**src/pkg/bsx_pkg.sv**
```systemverilog
// shared constants of the bit, shift and stack execution block
package bsx_pkg;
    // bus word type
    typedef logic [31:0] bsx_word_t;
    typedef logic [31:0] bsx_addr_t;

    // register byte offsets (low 12 address bits)
    localparam logic [11:0] OFS_INSTR = 12'h000;
    localparam logic [11:0] OFS_STATUS = 12'h004;
    localparam logic [11:0] OFS_STATUS_REGISTER = 12'h008;
    localparam logic [11:0] OFS_SP = 12'h00c;
    localparam logic [11:0] OFS_CFG = 12'h010;
    localparam logic [11:0] OFS_WDCNT = 12'h014;
    // windows selected by address bits 11:8, one word per byte
    localparam logic [3:0] WIN_GPR = 4'h1;
    localparam logic [3:0] WIN_IO = 4'h2;
    localparam logic [3:0] WIN_STK = 4'h3;

    // operation codes in instruction bits 15:11
    localparam logic [4:0] OP_IDLE = 5'h00;
    localparam logic [4:0] OP_PUSH = 5'h01;
    localparam logic [4:0] OP_POP = 5'h02;
    localparam logic [4:0] OP_LOGIC_LEFT_SHIFT = 5'h03;
    localparam logic [4:0] OP_LOGIC_RIGHT_SHIFT = 5'h04;
    localparam logic [4:0] OP_CARRY_LEFT_ROTATE = 5'h05;
    localparam logic [4:0] OP_CARRY_RIGHT_ROTATE = 5'h06;
    localparam logic [4:0] OP_ARITH_RIGHT_SHIFT = 5'h07;
    localparam logic [4:0] OP_SWAP = 5'h08;
    localparam logic [4:0] OP_FSET = 5'h09;
    localparam logic [4:0] OP_FCLR = 5'h0a;
    localparam logic [4:0] OP_IOSET = 5'h0b;
    localparam logic [4:0] OP_IOCLR = 5'h0c;
    localparam logic [4:0] OP_BIT_TO_TRANSFER = 5'h0d;
    localparam logic [4:0] OP_TRANSFER_TO_BIT = 5'h0e;
    localparam logic [4:0] OP_SLEEP = 5'h0f;
    localparam logic [4:0] OP_WATCHDOG_RESTART = 5'h10;
    localparam logic [4:0] OP_BREAK = 5'h11;
    localparam logic [4:0] OP_LAST = 5'h11;

    // instruction field positions
    localparam int OPC_LSB = 11;
    localparam int IDX_LSB = 6;
    localparam int BIT_LSB = 3;

    // status register flag positions
    localparam int FLG_C = 0;
    localparam int FLG_Z = 1;
    localparam int FLG_N = 2;
    localparam int FLG_V = 3;
    localparam int FLG_S = 4;
    localparam int FLG_H = 5;
    localparam int FLG_T = 6;
    localparam int FLG_I = 7;

    // configuration bits and the status word layout
    localparam int CFG_SRAM = 0;
    localparam int CFG_EXT = 1;
    localparam int CFG_WAIT_LSB = 4;
    localparam int STS_CYC_LSB = 8;
    localparam int STS_ILL = 16;

    // cycle counts
    localparam logic [4:0] CYC_ONE = 5'h01;
    localparam logic [4:0] CYC_PUSH = 5'h01;
    localparam logic [4:0] CYC_POP = 5'h02;
    localparam logic [4:0] CYC_SRAM_EXTRA = 5'h01;

    // reset values
    localparam logic [7:0] STATUS_REGISTER_RST = 8'h00;
    localparam logic [7:0] CFG_RST = 8'h00;
endpackage : bsx_pkg

```
**src/core/bsx_exec.sv**
```systemverilog
// Chosen here: the register addresses and the AHB-Lite interface to the registers.
`timescale 1ns/100ps
`default_nettype none
// What this block does
// RQ1: push stores register, flags kept, one cycle
// RQ2: pop loads register, flags kept, two cycles
// RQ3: left shifts feed carry, update Z C N V H
// RQ4: right shifts feed carry, update Z C N V
// RQ5: io bit set or clear, no flags, one cycle
// RQ6: bit store copies register bit into transfer flag
// RQ7: bit load copies transfer flag into register bit
// RQ8: indexed one-cycle set and clear of each flag
// RQ9: sleep accepted in one cycle, flags kept
// RQ10: watchdog restart pulses, one cycle, flags kept
// RQ11: stack cycle counts stretch for external memory
// RQ12: internal sram stack access adds one cycle
// RQ13: nibble exchange swaps register halves, flags kept
// RQ14: idle operation takes one cycle, changes nothing
module bsx_exec #(
    parameter int STACK_DEPTH = 16
) (
    input wire logic clk_sys,
    input wire logic rst_b,
    input wire logic hsel,
    input wire bsx_pkg::bsx_addr_t haddr,
    input wire logic [1:0] htrans,
    input wire logic hwrite,
    input wire logic [2:0] hsize,
    input wire bsx_pkg::bsx_word_t hwdata,
    input wire logic hready,
    output logic hreadyout,
    output bsx_pkg::bsx_word_t hrdata,
    output logic hresp,
    output logic watchdog_restart,
    output logic sleep_req
);
    import bsx_pkg::*;

    localparam int SPW = $clog2(STACK_DEPTH);

    typedef enum logic [1:0] {ST_IDLE, ST_DATA, ST_EXEC} bsx_state_t;

    // cycles an operation holds the bus, stretched by memory placement
    function automatic logic [4:0] op_cycles(input logic [4:0] op, input logic [7:0] cfg);
        logic [4:0] n;
        n = CYC_ONE;
        if (op == OP_PUSH) begin
            n = CYC_PUSH;
        end
        if (op == OP_POP) begin
            n = CYC_POP;
        end
        if (op == OP_PUSH || op == OP_POP) begin
            if (cfg[CFG_SRAM]) begin
                n = n + CYC_SRAM_EXTRA; // [RQ12]
            end
            if (cfg[CFG_EXT]) begin
                n = n + {1'b0, cfg[7:CFG_WAIT_LSB]}; // [RQ11]
            end
        end
        return n;
    endfunction : op_cycles

    // reset release synchroniser
    logic rst_q1_reg;
    logic rst_q2_reg;
    wire rst_n = rst_q2_reg;

    always_ff @(posedge clk_sys or negedge rst_b) begin
        if (!rst_b) begin
            rst_q1_reg <= 1'b0;
            rst_q2_reg <= 1'b0;
        end else begin
            rst_q1_reg <= 1'b1;
            rst_q2_reg <= rst_q1_reg;
        end
    end

    // control and state
    bsx_state_t state_reg;
    logic [11:0] addr_reg; // latched address of the data phase
    logic wr_reg;
    logic map_reg; // upper address bits were zero
    logic [4:0] cnt_reg; // remaining execution cycles
    logic [7:0] status_register_reg; // status flags
    logic [SPW-1:0] sp_reg; // stack pointer, points at next free slot
    logic [7:0] cfg_reg;
    logic [15:0] instr_reg; // last instruction issued
    logic [4:0] lastcyc_reg;
    logic ill_reg; // sticky: unknown operation seen
    logic [15:0] wdcnt_reg;
    logic hready_reg;
    bsx_word_t hrdata_reg;
    logic watchdog_restart_reg;
    logic sleep_reg;

    // memories: register file, io space, stack
    logic [7:0] gpr_mem [32];
    logic [7:0] io_mem [32];
    logic [7:0] stk_mem [STACK_DEPTH];

    // address phase acceptance
    wire accept = hsel && htrans[1] && hready;
    wire in_data = (state_reg == ST_DATA);
    wire [3:0] win = addr_reg[11:8];
    wire [4:0] win_idx = addr_reg[6:2];
    wire bus_wr = in_data && wr_reg && map_reg;
    wire bus_rd = in_data && !wr_reg;

    // instruction decode; fields taken from the write data
    wire fire = bus_wr && (addr_reg == OFS_INSTR);
    wire [4:0] op = hwdata[OPC_LSB+4:OPC_LSB];
    wire [4:0] idx = hwdata[IDX_LSB+4:IDX_LSB];
    wire [2:0] bsel = hwdata[BIT_LSB+2:BIT_LSB];
    wire [7:0] rd_val = gpr_mem[idx];
    wire [4:0] cyc = op_cycles(op, cfg_reg);
    wire is_left = (op == OP_LOGIC_LEFT_SHIFT) || (op == OP_CARRY_LEFT_ROTATE);
    wire is_right = (op == OP_LOGIC_RIGHT_SHIFT) || (op == OP_CARRY_RIGHT_ROTATE)
        || (op == OP_ARITH_RIGHT_SHIFT);
    wire is_shift = is_left || is_right;
    wire [SPW-1:0] sp_up = sp_reg + 1'b1;
    wire [SPW-1:0] sp_dn = sp_reg - 1'b1;

    // shifter: rotate forms pull the old carry in
    wire c_old = status_register_reg[FLG_C];
    wire [7:0] sh_res = (op == OP_LOGIC_LEFT_SHIFT) ? {rd_val[6:0], 1'b0} : // [RQ3]
        (op == OP_CARRY_LEFT_ROTATE) ? {rd_val[6:0], c_old} : // [RQ3]
        (op == OP_LOGIC_RIGHT_SHIFT) ? {1'b0, rd_val[7:1]} : // [RQ4]
        (op == OP_CARRY_RIGHT_ROTATE) ? {c_old, rd_val[7:1]} : // [RQ4]
        {rd_val[7], rd_val[7:1]}; // [RQ4]
    wire sh_c = is_left ? rd_val[7] : rd_val[0];
    wire sh_n = sh_res[7];
    wire sh_v = sh_n ^ sh_c;
    wire sh_z = (sh_res == 8'h00);
    // half carry only follows the left forms; signed flag is left alone
    wire sh_h = is_left ? rd_val[3] : status_register_reg[FLG_H];
    wire [7:0] sh_status = {status_register_reg[7:6], sh_h, status_register_reg[FLG_S], sh_v,
        sh_n, sh_z, sh_c};

    // bit manipulation results
    wire [7:0] bit_mask = 8'h01 << bsel;
    wire [7:0] bit_load_res = status_register_reg[FLG_T] ? (rd_val | bit_mask) :
        (rd_val & ~bit_mask);
    wire [7:0] bit_store_status = rd_val[bsel] ? (status_register_reg | 8'h40) :
        (status_register_reg & 8'hbf);
    wire [7:0] swp_res = {rd_val[3:0], rd_val[7:4]};

    // register file write port
    wire gpr_we = (bus_wr && win == WIN_GPR) || (fire && (is_shift || op == OP_POP
        || op == OP_SWAP || op == OP_TRANSFER_TO_BIT));
    wire [4:0] gpr_wa = fire ? idx : win_idx;
    wire [7:0] gpr_wd = !fire ? hwdata[7:0] :
        is_shift ? sh_res : // [RQ3] [RQ4]
        (op == OP_POP) ? stk_mem[sp_up] : // [RQ2]
        (op == OP_SWAP) ? swp_res : // [RQ13]
        bit_load_res; // [RQ7]

    // io space write port
    wire io_we = (bus_wr && win == WIN_IO) || (fire && (op == OP_IOSET || op == OP_IOCLR));
    wire [7:0] io_wd = !fire ? hwdata[7:0] :
        (op == OP_IOSET) ? (io_mem[idx] | bit_mask) : // [RQ5]
        (io_mem[idx] & ~bit_mask); // [RQ5]

    // status register next value; only the ops that own flags touch it
    wire [7:0] status_register_next =
        (bus_wr && addr_reg == OFS_STATUS_REGISTER) ? hwdata[7:0] :
        !fire ? status_register_reg :
        is_shift ? sh_status : // [RQ3] [RQ4]
        (op == OP_FSET) ? (status_register_reg | bit_mask) : // [RQ8]
        (op == OP_FCLR) ? (status_register_reg & ~bit_mask) : // [RQ8]
        (op == OP_BIT_TO_TRANSFER) ? bit_store_status : // [RQ6]
        status_register_reg; // [RQ1] [RQ2] [RQ9] [RQ10] [RQ14]

    // read multiplexer
    wire [SPW-1:0] stk_idx = addr_reg[SPW+1:2];
    wire [7:0] win_byte = (win == WIN_GPR) ? gpr_mem[win_idx] :
        (win == WIN_IO) ? io_mem[win_idx] : stk_mem[stk_idx];
    wire is_win = (win == WIN_GPR) || (win == WIN_IO) || (win == WIN_STK);
    wire [31:0] status_word = {15'h0000, ill_reg, 3'h0, lastcyc_reg, 8'h00};
    wire [31:0] rd_word = !map_reg ? 32'h0000_0000 :
        (addr_reg == OFS_INSTR) ? {16'h0000, instr_reg} :
        (addr_reg == OFS_STATUS) ? status_word :
        (addr_reg == OFS_STATUS_REGISTER) ? {24'h000000, status_register_reg} :
        (addr_reg == OFS_SP) ? {{(32 - SPW){1'b0}}, sp_reg} :
        (addr_reg == OFS_CFG) ? {24'h000000, cfg_reg} :
        (addr_reg == OFS_WDCNT) ? {16'h0000, wdcnt_reg} :
        is_win ? {24'h000000, win_byte} : 32'h0000_0000;

    // memories carry no reset
    always_ff @(posedge clk_sys) begin
        if (gpr_we) begin
            gpr_mem[gpr_wa] <= gpr_wd;
        end
        if (io_we) begin
            io_mem[fire ? idx : win_idx] <= io_wd;
        end
        if (fire && op == OP_PUSH) begin
            stk_mem[sp_reg] <= rd_val; // [RQ1]
        end
    end

    // bus sequencer: each data phase holds hreadyout low for one cycle, an instruction write for the op's cycle count
    always_ff @(posedge clk_sys or negedge rst_n) begin
        if (!rst_n) begin
            state_reg <= ST_IDLE;
            addr_reg <= 12'h000;
            wr_reg <= 1'b0;
            map_reg <= 1'b0;
            cnt_reg <= 5'h00;
            hready_reg <= 1'b1;
            hrdata_reg <= 32'h0000_0000;
        end else begin
            unique case (state_reg)
                ST_IDLE: begin
                    if (accept) begin
                        addr_reg <= haddr[11:0];
                        wr_reg <= hwrite;
                        map_reg <= (haddr[31:12] == 20'h00000);
                        hready_reg <= 1'b0;
                        state_reg <= ST_DATA;
                    end
                end
                ST_DATA: begin
                    if (bus_rd) begin
                        hrdata_reg <= rd_word;
                    end
                    // one-cycle ops release at once, stack ops wait out their count
                    if (fire && cyc > CYC_ONE) begin
                        cnt_reg <= cyc - CYC_ONE; // [RQ2] [RQ11] [RQ12]
                        state_reg <= ST_EXEC;
                    end else begin
                        hready_reg <= 1'b1;
                        state_reg <= ST_IDLE;
                    end
                end
                ST_EXEC: begin
                    cnt_reg <= cnt_reg - 5'h01;
                    if (cnt_reg == 5'h01) begin
                        hready_reg <= 1'b1;
                        state_reg <= ST_IDLE;
                    end
                end
            endcase
        end
    end

    // architectural state updated by the operations and by software
    always_ff @(posedge clk_sys or negedge rst_n) begin
        if (!rst_n) begin
            status_register_reg <= STATUS_REGISTER_RST;
            sp_reg <= SPW'(STACK_DEPTH - 1);
            cfg_reg <= CFG_RST;
            instr_reg <= 16'h0000;
            lastcyc_reg <= 5'h00;
            ill_reg <= 1'b0;
            wdcnt_reg <= 16'h0000;
            watchdog_restart_reg <= 1'b0;
            sleep_reg <= 1'b0;
        end else begin
            status_register_reg <= status_register_next;
            watchdog_restart_reg <= fire && (op == OP_WATCHDOG_RESTART); // [RQ10]
            sleep_reg <= fire && (op == OP_SLEEP); // [RQ9]
            if (bus_wr && addr_reg == OFS_CFG) begin
                cfg_reg <= hwdata[7:0];
            end
            if (bus_wr && addr_reg == OFS_SP) begin
                sp_reg <= hwdata[SPW-1:0];
            end
            // stack wraps silently; software must keep depth in range
            if (fire && op == OP_PUSH) begin
                sp_reg <= sp_dn; // [RQ1]
            end
            if (fire && op == OP_POP) begin
                sp_reg <= sp_up; // [RQ2]
            end
            if (fire) begin
                instr_reg <= hwdata[15:0];
                lastcyc_reg <= cyc;
            end
            if (fire && op == OP_WATCHDOG_RESTART) begin
                wdcnt_reg <= wdcnt_reg + 16'h0001;
            end
            // a new unknown op wins over the clearing write
            if (fire && op > OP_LAST) begin
                ill_reg <= 1'b1;
            end else if (bus_wr && addr_reg == OFS_STATUS && hwdata[STS_ILL]) begin
                ill_reg <= 1'b0;
            end
        end
    end

    // outputs straight from flops; response is always okay
    assign hreadyout = hready_reg;
    assign hrdata = hrdata_reg;
    assign hresp = 1'b0;
    assign watchdog_restart = watchdog_restart_reg;
    assign sleep_req = sleep_reg;

    // checks on the executed operations
    push_flags_a: assert property (@(posedge clk_sys) disable iff (!rst_n) // [RQ1]
        fire && op == OP_PUSH |=> status_register_reg == $past(status_register_reg))
        else $error("push altered status flags");
    pop_two_a: assert property (@(posedge clk_sys) disable iff (!rst_n) // [RQ2]
        fire && op == OP_POP && cfg_reg[1:0] == 2'b00 |=> !hreadyout ##1 hreadyout)
        else $error("pop did not take two cycles");
    left_carry_a: assert property (@(posedge clk_sys) disable iff (!rst_n) // [RQ3]
        fire && op == OP_LOGIC_LEFT_SHIFT |=> status_register_reg[FLG_C] == $past(rd_val[7])
        && status_register_reg[FLG_H] == $past(rd_val[3]))
        else $error("left shift carry or half carry wrong");
    arith_keep_a: assert property (@(posedge clk_sys) disable iff (!rst_n) // [RQ4]
        fire && op == OP_ARITH_RIGHT_SHIFT |=> gpr_mem[$past(idx)][7] == $past(rd_val[7])
        && status_register_reg[FLG_C] == $past(rd_val[0]))
        else $error("arithmetic shift lost sign or carry");
    io_set_a: assert property (@(posedge clk_sys) disable iff (!rst_n) // [RQ5]
        fire && op == OP_IOSET |=> io_mem[$past(idx)][$past(bsel)]
        && status_register_reg == $past(status_register_reg))
        else $error("io bit set failed");
    transfer_store_a: assert property (@(posedge clk_sys) disable iff (!rst_n) // [RQ6]
        fire && op == OP_BIT_TO_TRANSFER |=> status_register_reg[FLG_T] == $past(rd_val[bsel])
        && status_register_reg[5:0] == $past(status_register_reg[5:0]))
        else $error("bit store wrong");
    fset_bit_a: assert property (@(posedge clk_sys) disable iff (!rst_n) // [RQ8]
        fire && op == OP_FSET |=> status_register_reg[$past(bsel)] && hreadyout)
        else $error("indexed flag set failed");
    watchdog_pulse_a: assert property (@(posedge clk_sys) disable iff (!rst_n) // [RQ10]
        fire && op == OP_WATCHDOG_RESTART |=> watchdog_restart && hreadyout
        ##1 !watchdog_restart)
        else $error("watchdog restart pulse wrong");
    sram_extra_a: assert property (@(posedge clk_sys) disable iff (!rst_n) // [RQ12]
        fire && op == OP_PUSH && cfg_reg[1:0] == 2'b01 |=> !hreadyout ##1 hreadyout)
        else $error("sram push not stretched by one");
    idle_op_a: assert property (@(posedge clk_sys) disable iff (!rst_n) // [RQ14]
        fire && op == OP_IDLE |=> hreadyout && $stable(status_register_reg)
        && $stable(sp_reg))
        else $error("idle operation changed state");
endmodule : bsx_exec
`default_nettype wire

```
**config.mk**
```make
export PLATFORM = sky130hd
export DESIGN_NAME = bsx_exec
export DESIGN_NICKNAME = d
export VERILOG_FILES = /design/src/pkg/bsx_pkg.sv /design/src/core/bsx_exec.sv
export SDC_FILE = /design/constraint.sdc
export NUM_CORES = 1
export LEC_CHECK = 0
export BUFFER_PORTS_ARGS = -buffer_cell sky130_fd_sc_hd__buf_4
export CAP_MARGIN = 25
export CORE_UTILIZATION = 50
export CTS_CLUSTER_SIZE = 30
export DETAILED_ROUTE_END_ITERATION = 12
export GPL_TIMING_DRIVEN = 0
export PLACE_DENSITY = 0.66
export SLEW_MARGIN = 20
export SYNTH_ARGS = -nofsm -noshare
export SYNTH_HDL_FRONTEND = slang
export SYNTH_SLANG_ARGS = --single-unit
```
**constraint.sdc**
```tcl
create_clock -name clk_sys -period 5.61 [get_ports clk_sys]
set_input_delay 0.2805 -clock clk_sys [delete_from_list [all_inputs] [get_ports clk_sys]]
set_output_delay 0.2805 -clock clk_sys [all_outputs]
set_load 0.05 [all_outputs]
```
==> run summary, run 1 <==
biggest regs: gpr_mem x256, io_mem x256, stk_mem x128
DR vias/cell: 6.861
FP Rows: 98
post-synthesis register bit count: 741
worst skew pair latency: 0.64 ns
worst path required time: 5.98 ns
initial antenna violation count: 1
fin crit period: 5.117 ns
gpl congestion: 0.9460
Yosys warnings: 0
post-route ant nets: 0
register area share after synthesis: 59.83%
commonest cells after routing, fill and taps aside: edfxtp_1 (640), mux4_2 (344), nand2_1 (158), nor2_1 (145), buf_4 (113)
vias in the first global route: 23511
Power, Total: 16640 uW
gr ovfl total: 0
Placed Area: 38690 sq um
crit end category: register
CTS sink count: 741
largest net degree at the start of global routing: 53
Mapped Area: 36350 sq um
Setup-failing EPs final: 0
status: completed
Setup Crit Path Kind: reg -> reg
Fmax: 195.4 MHz
Core Util, Final: 58.20%
PwrDens: 398.5 nW/um^2
htree depth: 3
TritonCTS buffer count: 78
CTS tree: built
first-pass iteration count of the detailed router: 9
Final Hold Vio Count: 0
cell taking the most area after synthesis: edfxtp_1
Total GRT Usage: 31.72%
EDFF count, synth: 640
Synth Flop Type: edfxtp_1
CP arrival: 5.49 ns
first-pass GRT wire length: 167000 um
setup repair bufs after CTS: 0
RSZ-0062 raised after global routing: false
number of port buffers: 71
Post-DP HPWL: 81510 um
post-synth top area share: 52.86%
crit-path max FO: 20
clock skew: 0.02939 ns
fraction of layout cells with a size suffix above 1: 28.67%
final worst path period share: 91.21%
setup ws final: 0.4930 ns
IO Count: 110
VDD IR max: 0.2913 mV
ys async rst share: 13.63%
Die H: 271.6 um
nets: 2540
worst slew pin tran: 1.187 ns
DR vias: 23753
Starting DRT DRC Count: 3569
deepest clock path buffer count: 3
Min-Delay Path Class: in -> reg
Die Wd: 271.6 um
slew margin rel.: 20.89%
Residual DRC: 0
Clock Tree Root: clkbuf_16
final max-slew violation count: 0
die area: 73790 sq um
Final Cell Area: 41750 sq um
syn_area_per_cell: 16.43 sq um
starting density of the core: 50.68%
Placeable Area: 71730 sq um
Lkg Pwr: 0.01418 uW
max cap viols: 0
top post-synthesis cells by area: edfxtp_1 (53%), mux4_2 (21%), dfrtp_1 (6.6%)
most common cell after layout, fill and taps aside: edfxtp_1
Mapped Cells: 2213
CTS clk-pin slew, worst paths: 0.06 ns
final wirelength: 115500 um
pre-CTS WS: 0.1442 ns
area grow syn2layout: 14.84%
startpoint types: register
Synth cell types: 69
Avg WL per Cell: 33.37 um
repair_timing:
action | in CTS | in global routing
endpoints found under the setup margin | 0 | 88
resized for setup | 0 | 4
endpoints found under the hold margin | 23 | 0
hold buffers | 23 | 0
routing by layer:
layer / share of wire, % / routed length, um / global-route usage (%) / vias to the layer above
li1: - / - / - / 9469
met1: 37 / 42820 / 42.76 / 12363
met2: 47 / 54800 / 49.99 / 1637
met3: 11 / 13140 / 7.793 / 284
met4: 4.1 / 4780 / 12.26 / 0
met5: 0 / 0 / 0 / -
final cells by class:
type                            count  area, sq um
Multi-Input combinational cell   1289        13850
Clock buffer                       88         2011
Buffer                            170        873.3
Inverter                           28        105.1
Clock inverter                     54        636.9
Fill cell                        5395        29980
Antenna cell                        1        2.502
Timing Repair Buffer              141         1321
Sequential cell                   741        21760
Tap cell                          950         1189
worst paths after layout:
check | from | endpoint | slack [ns] | depth (start not counted)
min in group asynchronous | rst_n$_DFF_PN0_ | cnt_reg[2]$_DFFE_PN0P_ | 0.37 | 0
setup reg to reg | sp_reg[0]$_DFFE_PN1P_ | gpr_mem[23][2]$_DFFE_PP_ | 0.49 | 15
max in group asynchronous | rst_n$_DFF_PN0_ | sp_reg[2]$_DFFE_PN1P_ | 4.48 | 1
hold reg to reg | rst_n$_DFF_PN0_ | cnt_reg[2]$_DFFE_PN0P_ | 0.37 | 0
hold / removal | hwdata[11] | instr_reg[11]$_DFFE_PN0P_ | 0.11 | 4
setup / recovery | sp_reg[0]$_DFFE_PN1P_ | gpr_mem[23][2]$_DFFE_PP_ | 0.49 | 15
synth_stat cells (all sizes together) (14+ instances only):
cell and count:
a21oi 67, a22oi 29, and2 21, and3 19, buf 88, clkbuf 82
dfrtp 96, edfxtp 640, ha 16, inv 27, mux2 28, mux2i 92
mux4 351, nand2 159, nand3 41, nor2 147, nor2b 16, nor3 19
o21ai 86, xor2 14
worst max-delay path, stage by stage, from the launching register on:
cell and delay, ns:
dfstp_2 0.57, clkbuf_1 0.53, clkbuf_2 0.41, inv_1 0.14, ha_1 0.30, clkbuf_1 0.41
buf_2 0.46, mux4_2 0.58, nor2b_1 0.15, a211oi_1 0.25, a21oi_1 0.08, nand2_1 0.13
o311ai_0 0.13, o21ai_0 0.17, o31ai_4 0.27, buf_8 0.25
where the power goes:
part / switching [uW] / internal (uW) / total, uW
registers: 69.8 / 6080 / 6150
clock network: 2250 / 3230 / 5480
logic: 2990 / 2020 / 5010
per-stage QoR:
stage / instances / hold WS [ns] / TNS (ns)
floorplan: 2228 / -0.01509 / 0
global placement: 3249 / 0.06302 / -318.36
detailed placement: 3278 / 0.06606 / 0
CTS: 3443 / 0.09735 / 0
global route: 3461 / 0.1392 / 0
finish: 3462 / 0.1129 / 0
cells by family (layout without fill, tap and decap cells):
logic type,Yosys count,after routing,share of synthesized area (%)
DFF,741,741,59.83
and+or+nand+nor,478,478,6.133
muxes,471,471,25.22
AOI/OAI and AO/OA,280,280,4.897
buffers and inverters,198,481,2.667
xor gates and xnor gates,26,26,0.6264
adders and majority gates,17,17,0.6057
other,2,18,0.02066
Power figures use the tool's default switching activity.
==> inputs of run 2 (changes only) <==
- BUFFER_PORTS_ARGS: -buffer_cell sky130_fd_sc_hd__buf_4 -> -buffer_cell sky130_fd_sc_hd__buf_2
==> run 2 against run 1 <==
Compared with the run above:
- register-to-register slack worse by 0.19 ns
- combinational power about the same
- fmax down 3.6%
- clock power down 2%
- sequential cell count unchanged
==> run summary, run 2 (same netlist as run 1, synthesis figures left out) <==
Setup TNS: 0 ns (unchanged)
Cell Chain, Critical Path: clkbuf_1 -> clkbuf_2 -> inv_1 -> ha_1 -> clkbuf_1 -> buf_2 -> mux4_2 -> mux4_2 -> o2111ai_1 -> o211ai_1 -> buf_4 -> buf_4 (was clkbuf_1 -> clkbuf_2 -> inv_1 -> ha_1 -> clkbuf_1 -> buf_2 -> mux4_2 -> nor2b_1 -> a211oi_1 -> a21oi_1 -> nand2_1 -> o311ai_0 -> o21ai_0 -> o31ai_4 -> buf_8)
die area: 73790 sq um (unchanged)
Core Util, Final: 57.88% (was 58.20%)
Die H: 271.6 um (unchanged)
Final Instance Count excl. Fillers: 3464 (was 3462)
starting density of the core: 50.68% (unchanged)
placed cell count: 3283 (was 3278)
Avg WL per Cell: 33.32 um (was 33.37 um)
status: completed (unchanged)
Fmax: 188.5 MHz (was 195.4 MHz)
Post-DP HPWL: 81670 um (was 81510 um)
htree depth: 3 (unchanged)
nets: 2541 (was 2540)
diode count: 0 (was 1)
Final Hold Vio Count: 0 (unchanged)
Placeable Area: 71730 sq um (unchanged)
startpoint types: register (unchanged)
Setup-failing EPs final: 0 (unchanged)
RSZ-0062 raised after global routing: false (unchanged)
final worst path period share: 94.57% (was 91.21%)
final wirelength: 115400 um (was 115500 um)
largest net degree at the start of global routing: 38 (was 53)
first-pass GRT wire length: 165100 um (was 167000 um)
biggest regs: gpr_mem x256, io_mem x256, stk_mem x128 (unchanged)
CP arrival: 5.69 ns (was 5.49 ns)
reg2reg path depth: 12 (was 15)
number of port buffers: 71 (unchanged)
WP buf/inv: 7 (was 6)
Residual DRC: 0 (unchanged)
worst slew pin tran: 1.147 ns (was 1.187 ns)
Setup Crit Path Kind: reg -> reg (unchanged)
Multi-input gate area: 13860 sq um (was 13850 sq um)
initial antenna violation count: 3 (was 1)
crit-path max FO: 15 (was 20)
FP Rows: 98 (unchanged)
hold endpoint: instr_reg[11]$_DFFE_PN0P_ (unchanged)
vias in the first global route: 23408 (was 23511)
CTS sink count: 741 (unchanged)
deepest clock path buffer count: 3 (unchanged)
Clock Tree Root: clkbuf_16 (unchanged)
post-route ant nets: 0 (unchanged)
HP Start: hwdata[11] (unchanged)
TritonCTS buffer count: 79 (was 78)
gr ovfl total: 0 (unchanged)
FF+latch area: 21760 sq um (unchanged)
filler instances: 5518 (was 5395)
most common cell after layout, fill and taps aside: edfxtp_1 (unchanged)
top cell family by delay on the critical path: buffers and inverters (unchanged)
Total GRT Usage: 31.46% (was 31.72%)
fin crit period: 5.306 ns (was 5.117 ns)
Worst path max stage delay: 0.59 ns (was 0.58 ns)
commonest cells after routing, fill and taps aside: edfxtp_1 (640), mux4_2 (344), nand2_1 (158), nor2_1 (144), buf_2 (112) (was edfxtp_1 (640), mux4_2 (344), nand2_1 (158), nor2_1 (145), buf_4 (113))
Min-Delay Path Class: in -> reg (unchanged)
PwrDens: 397.6 nW/um^2 (was 398.5 nW/um^2)
slew margin rel.: 23.23% (was 20.89%)
Lkg Pwr: 0.01411 uW (was 0.01418 uW)
slowest CP cell: mux4_2 (unchanged)
fraction of layout cells with a size suffix above 1: 28.72% (was 28.67%)
gpl congestion: 0.9217 (was 0.9460)
Die Wd: 271.6 um (unchanged)
crit end category: register (unchanged)
DR vias: 23710 (was 23753)
max cap viols: 0 (unchanged)
Starting DRT DRC Count: 3345 (was 3569)
first-pass iteration count of the detailed router: 6 (was 9)
IO Count: 110 (unchanged)
clock skew: 0.04166 ns (was 0.02939 ns)
DR vias/cell: 6.845 (was 6.861)
worst skew pair latency: 0.66 ns (was 0.64 ns)
VDD IR max: 0.3237 mV (was 0.2913 mV)
R2R Path End: gpr_mem[31][0]$_DFFE_PP_ (was gpr_mem[23][2]$_DFFE_PP_)
final max-slew violation count: 0 (unchanged)
Worst R2R Setup Slack: 0.30 ns (was 0.49 ns)
CTS tree: built (unchanged)
worst path required time: 5.99 ns (was 5.98 ns)
WHS Path Cells: 4 (unchanged)
CTS clk-pin slew, worst paths: 0.06 ns (about the same)
Reg-to-Reg Start: sp_reg[0]$_DFFE_PN1P_ (unchanged)
area grow syn2layout: 14.20% (was 14.84%)
## run 2: changes by cell type in the layout (fill, tap and decap cells not counted), moves of 3 or more
cell / previous run / this run
inv_6: 5 / 2
bufinv_16: 14 / 9
buf_4: 113 / 45
buf_2: 40 / 112
buf_6: 23 / 20
buf_12: 5 / 8
inv_16: 1 / 4
## run 2: through the flow
stage	power (uW)	worst slack, ns	hold slack (ns)	area [sq um]
after floorplan	9197	0.7842	-0.01509	36410
after global placement	10980	-1.897	0.06588	37960
after detailed placement	11110	0.04299	0.06875	38550
after CTS	16410	0.08872	0.08572	41400
after global routing	16810	0.04607	0.1386	41520
final	16510	0.3045	0.1050	41520
## run 2: repair_timing
| item | 4_1_cts | 5_1_grt |
|---|---|---|
| gates resized for setup | 0 | 4 |
| endpoints found under the hold margin | 22 | 0 |
| endpoints found under the setup margin | 0 | 96 |
| buffers inserted | 0 | 0 |
| hold buffers | 23 | 0 |
## run 2: worst min-delay path: stages
cell and delay (ns):
buf_2 0.12, buf_2 0.19, nand2_1 0.08, nand2_1 0.05
## run 2: worst max-delay path by stage
stage	startpoint	cells past startpoint	endpoint	slack (ns)
after floorplan	sp_reg[0]$_DFFE_PN1P_	10	gpr_mem[0][1]$_DFFE_PP_	0.78
after global placement	sp_reg[0]$_DFFE_PN1P_	10	gpr_mem[22][1]$_DFFE_PP_	-1.90
after detailed placement	sp_reg[0]$_DFFE_PN1P_	14	gpr_mem[24][2]$_DFFE_PP_	0.04
after CTS	sp_reg[0]$_DFFE_PN1P_	14	gpr_mem[15][2]$_DFFE_PP_	0.09
after global routing	sp_reg[0]$_DFFE_PN1P_	12	gpr_mem[31][0]$_DFFE_PP_	0.05
final	sp_reg[0]$_DFFE_PN1P_	12	gpr_mem[31][0]$_DFFE_PP_	0.30
## run 2: power breakdown
group | internal, uW | switching (uW)
sequential | 6080 | 63.7
combinational | 2000 | 3010
clock | 3060 | 2290
total | 11100 | 5370
## run 2: cell type report
type                            count  area share (%)
Timing Repair Buffer              141           2.679
Clock buffer                       92           4.928
Buffer                            170           2.107
Tap cell                          950           2.863
Clock inverter                     53           1.383
Sequential cell                   741           52.40
Multi-Input combinational cell   1289           33.38
Inverter                           28          0.2532
## run 2: layer usage
layer / GRT usage, % / vias up / routed length (um)
met5: 0 / - / 98
met1: 42.27 / 12363 / 42710
met3: 6.555 / 279 / 12280
met4: 13.29 / 4 / 5218
met2: 50.15 / 1581 / 55100
li1: - / 9483 / -
